[config.mk]
export PLATFORM = sky130hd
export DESIGN_NAME = dtpwm_core
export DESIGN_NICKNAME = d
export VERILOG_FILES = /design/src/dtpwm_pkg.sv /design/src/dtpwm_core.sv /design/src/dt_blanker.sv
export SDC_FILE = /design/constraint.sdc
export NUM_CORES = 1
export LEC_CHECK = 0
export ABC_AREA = 0
export BUFFER_PORTS_ARGS = -buffer_cell sky130_fd_sc_hd__buf_2
export CORE_MARGIN = 5
export CORE_UTILIZATION = 40
export DETAILED_ROUTE_END_ITERATION = 10
export SETUP_SLACK_MARGIN = 0.2
export SYNTH_ARGS = -nofsm -noshare
export SYNTH_HDL_FRONTEND = slang
export SYNTH_HIERARCHICAL = 1
export SYNTH_SLANG_ARGS = --single-unit
[constraint.sdc]
create_clock -name CLOCK -period 8 [get_ports CLOCK]
set_input_delay 1.2 -clock CLOCK [delete_from_list [all_inputs] [get_ports CLOCK]]
set_output_delay 1.2 -clock CLOCK [all_outputs]
set_load 0.005 [all_outputs]
[src/dtpwm_pkg.sv]
// Purpose: Shared constants and types for the dead-time PWM generator
// Assumes: Register port with one-cycle read latency, 100 MHz CLOCK
// Notes:   Offsets are register indices on the plain register port
package dtpwm_pkg;

    // Register map
    localparam logic [1:0] ADDR_WIDTH_REG   = 2'h0;
    localparam logic [1:0] ADDR_CONTROL_REG = 2'h1;
    localparam logic [1:0] ADDR_STATUS_REG  = 2'h2;

    // Control latch field positions
    localparam int CTL_DT_LSB  = 0;
    localparam int CTL_DT_MSB  = 2;
    localparam int CTL_LOCK    = 4;
    localparam int CTL_HALVE   = 5;
    localparam int CTL_RES8    = 6;
    localparam int CTL_RUN     = 7;

    // Values after reset
    localparam logic [7:0] CONTROL_RESET = 8'h47;
    localparam logic [7:0] WIDTH_RESET   = 8'h00;

    // Counts
    localparam int DT_STEP_TICKS = 2;           // Dead-time ticks per field step, max 14 ticks
    localparam int WIDTH_PIPE    = 3;           // Cycles from latch load to outputs

    // Register port bundle
    typedef struct packed {
        logic [1:0] addr;
        logic [7:0] wdata;
        logic       wr;
        logic       rd;
    } reg_req_t;

    // Decoded control latch
    typedef struct packed {
        logic       run;
        logic       res8;
        logic       halve;
        logic       lock;
        logic       reserved;               // Bit 3, unused, keeps the struct at the latch width
        logic [2:0] deadtime_length_field;
    } ctl_t;

endpackage

[src/dtpwm_core.sv]
// Purpose: Programmable PWM with complementary outputs, dead-time and config lock
// Assumes: Register port on CLOCK; inhibit pin is asynchronous
// Notes:   Counter runs free; width changes land inside the current period
//
// The placing of the registers and strobed register access are this design's own decisions.
`timescale 1ns/1ps
module dtpwm_core
    import dtpwm_pkg::*;
(
    // Clock and reset
    input  wire logic                 CLOCK,
    input  wire logic                 RST,
    // Register port
    input  wire dtpwm_pkg::reg_req_t  REG_REQ,
    output logic [7:0]                REG_RDATA,
    // Hardware inhibit, active low: low forces outputs off
    input  wire logic                 OUTPUT_ENABLE_N_INHIBIT,
    // Drive outputs
    output logic                      PRIMARY_DRIVE_OUT,
    output logic                      COMPLEMENTARY_DRIVE_OUT
);
    import dtpwm_pkg::*;

    typedef enum logic {RUN_OFF, RUN_ON} run_state_t;

    // Registers
    logic [7:0]  pulse_width_holding_reg;
    logic [7:0]  control_reg;
    logic [7:0]  control_next;
    logic [7:0]  width_pipe_reg [WIDTH_PIPE-1];
    logic [7:0]  count_reg;
    logic [7:0]  count_next;
    logic        half_reg;
    logic [1:0]  inh_sync_reg;
    run_state_t  run_reg;
    run_state_t  run_next;
    logic [7:0]  rdata_next;

    // Decoded wires
    ctl_t        ctl;
    logic        wr_width;
    logic        wr_control;
    logic        tick;
    logic        period_start;
    logic [7:0]  count_max;
    logic [7:0]  width_used;
    logic        cmp;
    logic        run_ok;
    logic [4:0]  dt_ticks;
    logic [4:0]  dt_prim;
    logic [4:0]  dt_comp;
    logic        tick_dly_reg;
    logic        full8;
    logic        prim_drive;
    logic        comp_drive;

    assign ctl = ctl_t'(control_reg);

    // Write decode
    assign wr_width   = REG_REQ.wr && (REG_REQ.addr == ADDR_WIDTH_REG);
    assign wr_control = REG_REQ.wr && (REG_REQ.addr == ADDR_CONTROL_REG);

    // Lock keeps every bit but stop; writes can never clear lock itself
    assign control_next = !wr_control ? control_reg :
                          ctl.lock ? {REG_REQ.wdata[CTL_RUN], control_reg[6:0]} :
                          REG_REQ.wdata;

    // Control and width latches; reset is the only initialiser
    always_ff @(posedge CLOCK) begin
        if (RST) begin
            control_reg             <= CONTROL_RESET;
            pulse_width_holding_reg <= WIDTH_RESET;
        end else begin
            control_reg <= control_next;
            if (wr_width) begin
                pulse_width_holding_reg <= REG_REQ.wdata;
            end
        end
    end

    // Width delay line: latch load plus two stages gives three clocks to outputs
    always_ff @(posedge CLOCK) begin
        if (RST) begin
            width_pipe_reg[0] <= WIDTH_RESET;
            width_pipe_reg[1] <= WIDTH_RESET;
        end else begin
            width_pipe_reg[0] <= pulse_width_holding_reg;
            width_pipe_reg[1] <= width_pipe_reg[0];
        end
    end

    // Counter clock: halving skips every other external clock
    assign tick      = ctl.halve ? half_reg : 1'b1;
    assign count_max = ctl.res8 ? 8'hFF : 8'h7F;
    assign count_next = (count_reg >= count_max) ? 8'h00 : count_reg + 8'h01;
    assign period_start = tick && (count_next == 8'h00);

    always_ff @(posedge CLOCK) begin
        if (RST) begin
            half_reg     <= 1'b0;
            count_reg    <= 8'h00;
            tick_dly_reg <= 1'b0;
        end else begin
            half_reg     <= !half_reg;
            tick_dly_reg <= tick;
            if (tick) begin
                count_reg <= count_next;
            end
        end
    end

    // Compare against the live width so changes land mid-period; 7-bit uses the low bits,
    // and any value with bit 7 set in 7-bit mode means full on
    assign width_used = ctl.res8 ? width_pipe_reg[1] : (width_pipe_reg[1][7] ? 8'h80 : {1'b0, width_pipe_reg[1][6:0]});
    // In 8-bit mode the top code means full on, otherwise 100 percent is unreachable
    assign full8      = ctl.res8 && (width_pipe_reg[1] == 8'hFF);
    assign cmp        = full8 || ({1'b0, count_reg} < {1'b0, width_used});

    // Inhibit pin synchroniser
    always_ff @(posedge CLOCK) begin
        if (RST) begin
            inh_sync_reg <= 2'b00;
        end else begin
            inh_sync_reg <= {inh_sync_reg[0], OUTPUT_ENABLE_N_INHIBIT};
        end
    end

    // Output gate: off at once, back on only at a period start with both enables high
    assign run_ok   = ctl.run && inh_sync_reg[1];
    assign run_next = !run_ok ? RUN_OFF : (period_start ? RUN_ON : run_reg);

    always_ff @(posedge CLOCK) begin
        if (RST) begin
            run_reg <= RUN_OFF;
        end else begin
            case (run_reg)
                RUN_OFF: run_reg <= run_next;
                RUN_ON:  run_reg <= run_next;
                default: run_reg <= RUN_OFF;
            endcase
        end
    end

    // Dead-time in counter ticks; zero field means no blanking
    assign dt_ticks = 5'(ctl.deadtime_length_field) * 5'(DT_STEP_TICKS);
    // Blank only when the other side really turns off; one that never came on costs nothing
    assign dt_prim  = comp_drive ? dt_ticks : 5'h00;
    assign dt_comp  = prim_drive ? dt_ticks : 5'h00;

    // Each side blanks after its request rises, so a turn-off of one eats the other's
    // on-time; at 0 or 100 percent no request ever rises, hence no blanking
    dt_blanker #(.CW(5)) u_primary (
        .clock    (CLOCK),
        .rst      (RST),
        .tick     (tick_dly_reg),
        .dt_ticks (dt_prim),
        .req      (cmp),
        .enable   (!ctl.run ? 1'b0 : run_next == RUN_ON),
        .drive    (prim_drive)
    );

    dt_blanker #(.CW(5)) u_complementary (
        .clock    (CLOCK),
        .rst      (RST),
        .tick     (tick_dly_reg),
        .dt_ticks (dt_comp),
        .req      (!cmp),
        .enable   (!ctl.run ? 1'b0 : run_next == RUN_ON),
        .drive    (comp_drive)
    );

    assign PRIMARY_DRIVE_OUT       = prim_drive;
    assign COMPLEMENTARY_DRIVE_OUT = comp_drive;

    // Read side: width, control, and a live status word
    always_comb begin
        case (REG_REQ.addr)
            ADDR_WIDTH_REG:   rdata_next = pulse_width_holding_reg;
            ADDR_CONTROL_REG: rdata_next = control_reg;
            ADDR_STATUS_REG:  rdata_next = {5'h00, run_reg == RUN_ON, prim_drive, comp_drive};
            default:          rdata_next = 8'h00;
        endcase
    end

    always_ff @(posedge CLOCK) begin
        if (RST) begin
            REG_RDATA <= 8'h00;
        end else begin
            REG_RDATA <= REG_REQ.rd ? rdata_next : 8'h00;
        end
    end
endmodule

[src/dt_blanker.sv]
// Purpose: Dead-time blanking for one output of the complementary pair
// Assumes: One call per output, tick marks each counter clock
// Notes:   Holds the output low for the dead-time after its drive request rises
`timescale 1ns/1ps
module dt_blanker #(
    parameter int CW = 5
) (
    // Clock and reset
    input  wire logic          clock,
    input  wire logic          rst,
    // Control
    input  wire logic          tick,
    input  wire logic [CW-1:0] dt_ticks,
    input  wire logic          req,
    input  wire logic          enable,
    // Result
    output logic               drive
);
    logic [CW-1:0] cnt_reg;
    logic [CW-1:0] cnt_next;
    logic          prev_reg;
    logic          rise;
    logic          drive_next;

    // A rising request loads the delay; the on-time is eaten from its start
    assign rise       = req && !prev_reg;
    assign cnt_next   = !req ? '0 : (rise ? dt_ticks : ((tick && cnt_reg != '0) ? cnt_reg - 1'b1 : cnt_reg));
    // Short request ends before the delay so the output never turns on
    assign drive_next = enable && req && (cnt_next == '0);

    // Delay counter and output flop
    always_ff @(posedge clock) begin
        if (rst) begin
            cnt_reg  <= '0;
            prev_reg <= 1'b0;
            drive    <= 1'b0;
        end else begin
            cnt_reg  <= cnt_next;
            prev_reg <= req;
            drive    <= drive_next;
        end
    end
endmodule

==> results of run 1 <==
-- how the worst max path moves through the flow --
| stage | end | cells past startpoint | slack (ns) | start |
|---|---|---|---|---|
| after global placement | u_primary/drive | 12 | 4.91 | control_reg[6] |
| after detailed placement | u_primary/drive | 12 | 4.87 | control_reg[6] |
| final | u_primary/drive | 12 | 4.83 | control_reg[6] |
| after global routing | u_primary/drive | 12 | 4.54 | control_reg[6] |
| after CTS | u_primary/drive | 12 | 4.82 | control_reg[6] |
| after floorplan | u_primary/drive | 12 | 5.41 | control_reg[6] |
-- cells by family after synthesis --
logic type | synth area share, %
adders and majority gates | 4.370
xor gates and xnor gates | 0.5563
and+or+nand+nor | 25.55
AOI/OAI and AO/OA | 15.57
DFF | 42.59
muxes | 6.754
buffers and inverters | 4.490
other | 0.1191
-- per-stage QoR --
stage | cell area, µm² | cells | hold slack [ns] | setup WS [ns]
2_1_floorplan | 3161 | 348 | 0.4067 | 5.409
3_3_place_gp | 3352 | 461 | 0.4164 | 4.906
3_5_place_dp | 3352 | 461 | 0.4252 | 4.867
4_1_cts | 3557 | 477 | 0.4375 | 4.824
5_1_grt | 3557 | 477 | 0.4580 | 4.538
6_report | 3557 | 477 | 0.4372 | 4.825
-- power groups by stage --
| stage | Clock [mW] | Sequential, mW | Combinational, mW |
|---|---|---|---|
| finish | 0.292 | 0.365 | 0.0828 |
| detailed placement | 0 | 0.372 | 0.0827 |
| floorplan | 0 | 0.364 | 0.0686 |
| CTS | 0.302 | 0.365 | 0.0833 |
| global placement | 0 | 0.372 | 0.0824 |
| global route | 0.318 | 0.368 | 0.0930 |
-- cell type report --
cell class                 instances  area, µm²  share of cell area [%]
tap                              102      127.6                   3.588
sequential                        67       1341                   37.71
clock inverter                     7      81.33                   2.286
clock buffer                       9      123.9                   3.482
inverter                          17      63.81                   1.794
timing repair buffer              26      135.1                   3.799
multi-input combinational        249       1684                   47.34
-- cell usage in the layout, fill, tap and decap left out, drive strengths merged, types with 5 or more instances in the layout --
master / netlist / layout
dfxtp: 67 / 67
nor2: 38 / 38
nor2b: 29 / 29
buf: 5 / 26
inv: 17 / 21
nand2: 20 / 20
mux2i: 19 / 19
a21oi: 12 / 12
nand3: 11 / 11
ha: 11 / 11
clkbuf: 10 / 9
nand2b: 7 / 7
and2: 7 / 7
a31oi: 6 / 6
a211o: 6 / 6
nand3b: 6 / 6
a311oi: 6 / 6
o211ai: 6 / 6
o21ai: 6 / 6
nor3: 5 / 5
-- per-layer routing --
layer | track usage (%) | vias up | wire length (µm)
met2 | 23.35 | 41 | 3118
li1 | - | 1277 | -
met4 | 7.458 | 0 | 136
met1 | 19.82 | 1184 | 3350
met3 | 2.477 | 11 | 166
met5 | 0 | - | 0
-- worst max-delay path, delay by kind of cell (launching register included) --
kind | cells | cell delay [ns]
compound gates | 5 | 1.40
simple gates | 6 | 1.04
flops | 1 | 0.39
fa+ha+maj | 1 | 0.29
==> impl_metrics.csv, run 1 <==
group,metric,value,unit
power,power_frac_seq,49.3,%
logic_synthesis,synthFlopType,"sky130_fd_sc_hd__dfxtp_1",
clock_network,cts_sinks,67,
drt,detail_route.vias_per_cell,5.268,
sta,setup_viol,0,
job,drv_cap,0,
sta,rsz0062_at_grt,"false",
logic_synthesis,synth.largest_area_cell,"sky130_fd_sc_hd__dfxtp_1",
sta,worst_slew_pin_slew,1.095,ns
die,number_of_placement_rows,32,
sta,setup_total_negative_slack,0,ns
sta,final_max_slew_viol_count,0,
clock_network,clk_transition_reported_paths,0.09,ns
drt,detail-route-antenna-nets,0,
power,cell_internal_pwr,0.5335,mW
worst_setup_path,terminus_of_the_critical_flop_to_flop_path,"u_primary/drive",
clock_network,max-clock-path-buffers,2,
drt,avgRoutedWirePerCell,14.19,µm
die,initial_core_util,40.97,%
worst_setup_path,critPathMaxFanout,7,
power,power.static_leakage,1.406,nW
worst_setup_path,worst_path_largest_cell_delay,0.61,ns
placement,place_hpwl,4.820,mm
worst_setup_path,worstSetupStartpointType,"flip-flop",
clock_network,numCtsBuffers,9,
layout,largest_register_ffs,16,
logic_synthesis,synth_cell_types,54,
die,core_area,7687,µm²
logic_synthesis,synthArstFlopShare,0,%
logic_synthesis,synthMostInstantiatedCell,"sky130_fd_sc_hd__dfxtp_1",
min_path,hold_start,"width_pipe_reg[0][0]",
sta,final.min_clock_period,3.175,ns
worst_setup_path,rrSetupSlack,4.83,ns
worst_setup_path,cp_cell_sequence,"nand2b_1 -> nand2_1 -> ha_1 -> a21o_1 -> a21o_1 -> a21oi_1 -> nand2b_1 -> o21ai_0 -> nand3b_1 -> a311oi_1 -> nand3_1 -> and4bb_1",
worst_setup_path,worst_path_max_delay_cell,"sky130_fd_sc_hd__o21ai_0",
logic_synthesis,postSynthRegisterBits,67,
worst_setup_path,critical_path_required,8.28,ns
drt,drt-pass1-iter-count,4,
die,die_width,98.73,µm
worst_setup_path,timing.rr.start,"control_reg[6]",
die,design.die.area,9748,µm²
worst_setup_path,end_kind,"flip-flop",
clock_network,cts-resized-gates,0,
sta,timing.final.crit_share,39.68,%
logic_synthesis,ranking_of_synthesized_cells_by_area,"sky130_fd_sc_hd__dfxtp_1, sky130_fd_sc_hd__mux2i_1, sky130_fd_sc_hd__nor2b_1, sky130_fd_sc_hd__nor2_1, sky130_fd_sc_hd__ha_1",
worst_setup_path,worstRegToRegCells,12,
layout,area.growth.synth_to_final,12.95,%
global_route,global_route.overflow_total,0,
clock_network,tritoncts,"yes",
drt,detail_route.iter0.violations,162,
drt,drc,0,
clock_network,post_cts_buffers,0,
global_route,grt_antenna_before_repair,0,
clock_network,root_buffer,"sky130_fd_sc_hd__clkbuf_8",
die,chipHeight,98.73,µm
global_route,first_global_vias,2497,
logic_synthesis,synth_seq_area_share,42.59,%
sta,final-hold-violation-count,0,
clock_network,worst_skew_pair.late_latency,0.35,ns
global_route,grt_pass1_wl,11.85,mm
power,power.share.switching,27.93,%
min_path,hold_end,"width_pipe_reg[0][8]",
min_path,hp-class,"flip-flop to flip-flop",
logic_synthesis,ys_top_cells_by_count,"sky130_fd_sc_hd__dfxtp_1, sky130_fd_sc_hd__nor2_1, sky130_fd_sc_hd__nor2b_1",
worst_setup_path,timing_worst_setup_path_type,"flip-flop to flip-flop",
clock_network,holdBufCountCts,0,
sta,finClkSkew,0.008502,ns
drt,routed-via-count,2513,
placement,port-buffer-count,24,
status,status,"finished clean",
placement,routabilityCongestion,0.8403,
power,comb_power_share,11.2,%
global_route,grt_start_max_net_pins,58,
drt,routed_wl,6.771,mm
logic_synthesis,synth-edff-count,0,
power,net-switching-power,0.2067,mW
min_path,hold_depth,1,
logic_synthesis,synthesis.instances,345,
layout,diodes,0,
layout,fillerInstances,772,
layout,final_util,46.27,%
worst_setup_path,worstPathArrival,3.46,ns
logic_synthesis,mappedNetlistArea,3149,µm²
logic_synthesis,syn_avg_cell_area,9.128,µm²
layout,num-nets-final,396,
clock_network,clock_tree.htree_level_count,3,
global_route,grt_usage,14.90,%
layout,layout-drive-gt1-share,13.60,%
power,clkPwrFrac,39.5,%
logic_synthesis,top_area_cell_type_share_of_the_netlist_area,42.59,%
sta,max_freq,0.3150,GHz
power,power.ir.vdd_worst,175.3,µV
power,power.total,0.7402,mW
sta,max-slew-margin-rel,25.92,%
power,power-per-cell-area,208.1,nW/µm²
die,design.portCount,25,
logic_synthesis,yosys_warnings,6,
No activity file was read; power rests on OpenSTA's default activity.
==> inputs of run 2 (changes only) <==
==> constraint.sdc (replaced) <==
create_clock -name CLOCK -period 2.9 [get_ports CLOCK]
set_input_delay 0.435 -clock CLOCK [delete_from_list [all_inputs] [get_ports CLOCK]]
set_output_delay 0.435 -clock CLOCK [all_outputs]
set_load 0.005 [all_outputs]
==> impl_metrics.csv, run 2 (synthesis gave the netlist of run 1 again) <==
group,metric,value,unit
worst_setup_path,terminus_of_the_critical_flop_to_flop_path,"u_complementary/drive",
drt,routed_wl,6.958,mm
layout,final_common_cell,"sky130_fd_sc_hd__dfxtp_1",
drt,detail-route-antenna-nets,0,
sta,max-slew-margin-rel,49.86,%
drt,detail_route.iter0.violations,83,
clock_network,clock_tree.htree_level_count,3,
die,chipHeight,98.73,µm
sta,final.min_clock_period,2.601,ns
sta,setup_viol,0,
clock_network,worst_skew_pair.late_latency,0.33,ns
status,status,"finished clean",
min_path,hp-class,"primary input to flip-flop",
global_route,global_route.overflow_total,0,
sta,setup_total_negative_slack,0,ns
sta,hold-worst-slack,0.3250,ns
die,core_area,7687,µm²
placement,place_hpwl,4.969,mm
global_route,grt_antenna_before_repair,0,
sta,final-hold-violation-count,0,
layout,largest_register_ffs,16,
power,power-per-cell-area,572.6,nW/µm²
clock_network,cts_sinks,67,
layout,fillerInstances,763,
placement,detailed_place.area,3382,µm²
worst_setup_path,worstPathArrival,2.87,ns
drt,detail_route.vias_per_cell,5.340,
die,design.die.area,9748,µm²
placement,port-buffer-count,24,
power,power.ir.vdd_worst,423.8,µV
global_route,first_global_vias,2433,
layout,area.growth.synth_to_final,17.36,%
min_path,hold_start,"OUTPUT_ENABLE_N_INHIBIT",
die,die_width,98.73,µm
die,initial_core_util,40.97,%
drt,avgRoutedWirePerCell,14.41,µm
sta,timing.final.crit_share,89.70,%
min_path,hold_end,"inh_sync_reg[0]",
clock_network,max-clock-path-buffers,2,
worst_setup_path,critPathMaxFanout,5,
placement,routabilityCongestion,0.8765,
sta,rsz0062_at_grt,"false",
drt,drc,0,
layout,layout-drive-gt1-share,18.64,%
worst_setup_path,timing.rr.start,"count_reg[7]",
worst_setup_path,timing_worst_setup_path_type,"flip-flop to flip-flop",
layout,layout_common_cells,"sky130_fd_sc_hd__dfxtp_1, sky130_fd_sc_hd__nor2_1, sky130_fd_sc_hd__nor2b_1",
sta,final_max_slew_viol_count,0,
clock_network,root_buffer,"sky130_fd_sc_hd__clkbuf_8",
clock_network,numCtsBuffers,9,
worst_setup_path,worstRegToRegCells,10,
clock_network,clk_transition_reported_paths,0.07,ns
placement,place_worst_setup_slack,0.1977,ns
layout,diodes,0,
sta,max_freq,0.3844,GHz
worst_setup_path,worstSetupStartpointType,"flip-flop",
sta,worst_slew_pin_slew,0.7505,ns
die,number_of_placement_rows,32,
global_route,grt_pass1_wl,11.40,mm
power,power.static_leakage,1.459,nW
sta,finClkSkew,0.01339,ns
worst_setup_path,end_kind,"flip-flop",
clock_network,tritoncts,"yes",
worst_setup_path,worstSetupStartpoint,"count_reg[7]",
job,drv_cap,0,
layout,num-nets-final,402,
die,design.portCount,25,
global_route,grt_usage,14.16,%
power,power.total,2.116,mW
drt,drt-pass1-iter-count,4,
drt,routed-via-count,2579,
sta,setup_slack,0.2988,ns
layout,fin_area,3696,µm²
min_path,hold_depth,2,
worst_setup_path,critical_path_required,3.17,ns
worst_setup_path,rrSetupSlack,0.30,ns
clock_network,holdBufCountCts,0,
global_route,grt_start_max_net_pins,36,
run 2: where the power goes:
group	switching, mW	internal (mW)
sequential	0.0505	0.957
clock	0.365	0.490
combinational	0.133	0.120
run 2: worst max-delay path, cell delays in order (launching register included):
cell and delay [ns]:
sky130_fd_sc_hd__dfxtp_1 0.39, sky130_fd_sc_hd__ha_4 0.30, sky130_fd_sc_hd__a22oi_1 0.08, sky130_fd_sc_hd__o311ai_2 0.32, sky130_fd_sc_hd__o41ai_2 0.15, sky130_fd_sc_hd__a2111o_1 0.41
sky130_fd_sc_hd__o21ai_2 0.18, sky130_fd_sc_hd__nand3b_1 0.10, sky130_fd_sc_hd__a311oi_2 0.27, sky130_fd_sc_hd__nand3_1 0.10, sky130_fd_sc_hd__and4bb_1 0.25
run 2: metal layers:
layer | wire length (µm) | up-vias | part of all wire [%] | track usage [%]
met1 | 3314 | 1226 | 48 | 18.36
met5 | 0 | - | 0 | 0
met4 | 100 | 0 | 1.4 | 5.987
met2 | 3309 | 54 | 48 | 23.14
met3 | 234 | 10 | 3.4 | 2.548
li1 | - | 1289 | - | -
run 2: timing repair:
| item | CTS | global route |
|---|---|---|
| pin swaps | 0 | 8 |
| setup buffers | 0 | 2 |
| endpoints found under the setup margin | 2 | 3 |
| resized for setup | 2 | 15 |
run 2: worst max-delay path by stage:
| stage | end | cells after the start | slack, ns |
|---|---|---|---|
| 6_report | u_complementary/drive | 10 | 0.30 |
| 5_1_grt | u_primary/drive | 10 | 0.17 |
| 4_1_cts | u_complementary/drive | 11 | 0.22 |
| 2_1_floorplan | u_primary/drive | 12 | 0.31 |
| 3_5_place_dp | u_complementary/drive | 10 | 0.20 |
| 3_3_place_gp | u_complementary/drive | 10 | 0.31 |
run 2: metrics by stage:
| step | util, % | cells |
|---|---|---|
| floorplan | - | 348 |
| global placement | 43.99 | 465 |
| detailed placement | 43.99 | 465 |
| CTS | 46.94 | 481 |
| global route | 48.08 | 483 |
| finish | 48.08 | 483 |
run 2: final cells by class:
class	instances	area, µm²	share of cell area [%]
inverter	17	63.81	1.726
tap	102	127.6	3.453
clock buffer	9	123.9	3.351
multi-input combinational	249	1753	47.43
timing repair buffer	32	180.2	4.875
clock inverter	7	100.1	2.708
sequential	67	1348	36.46
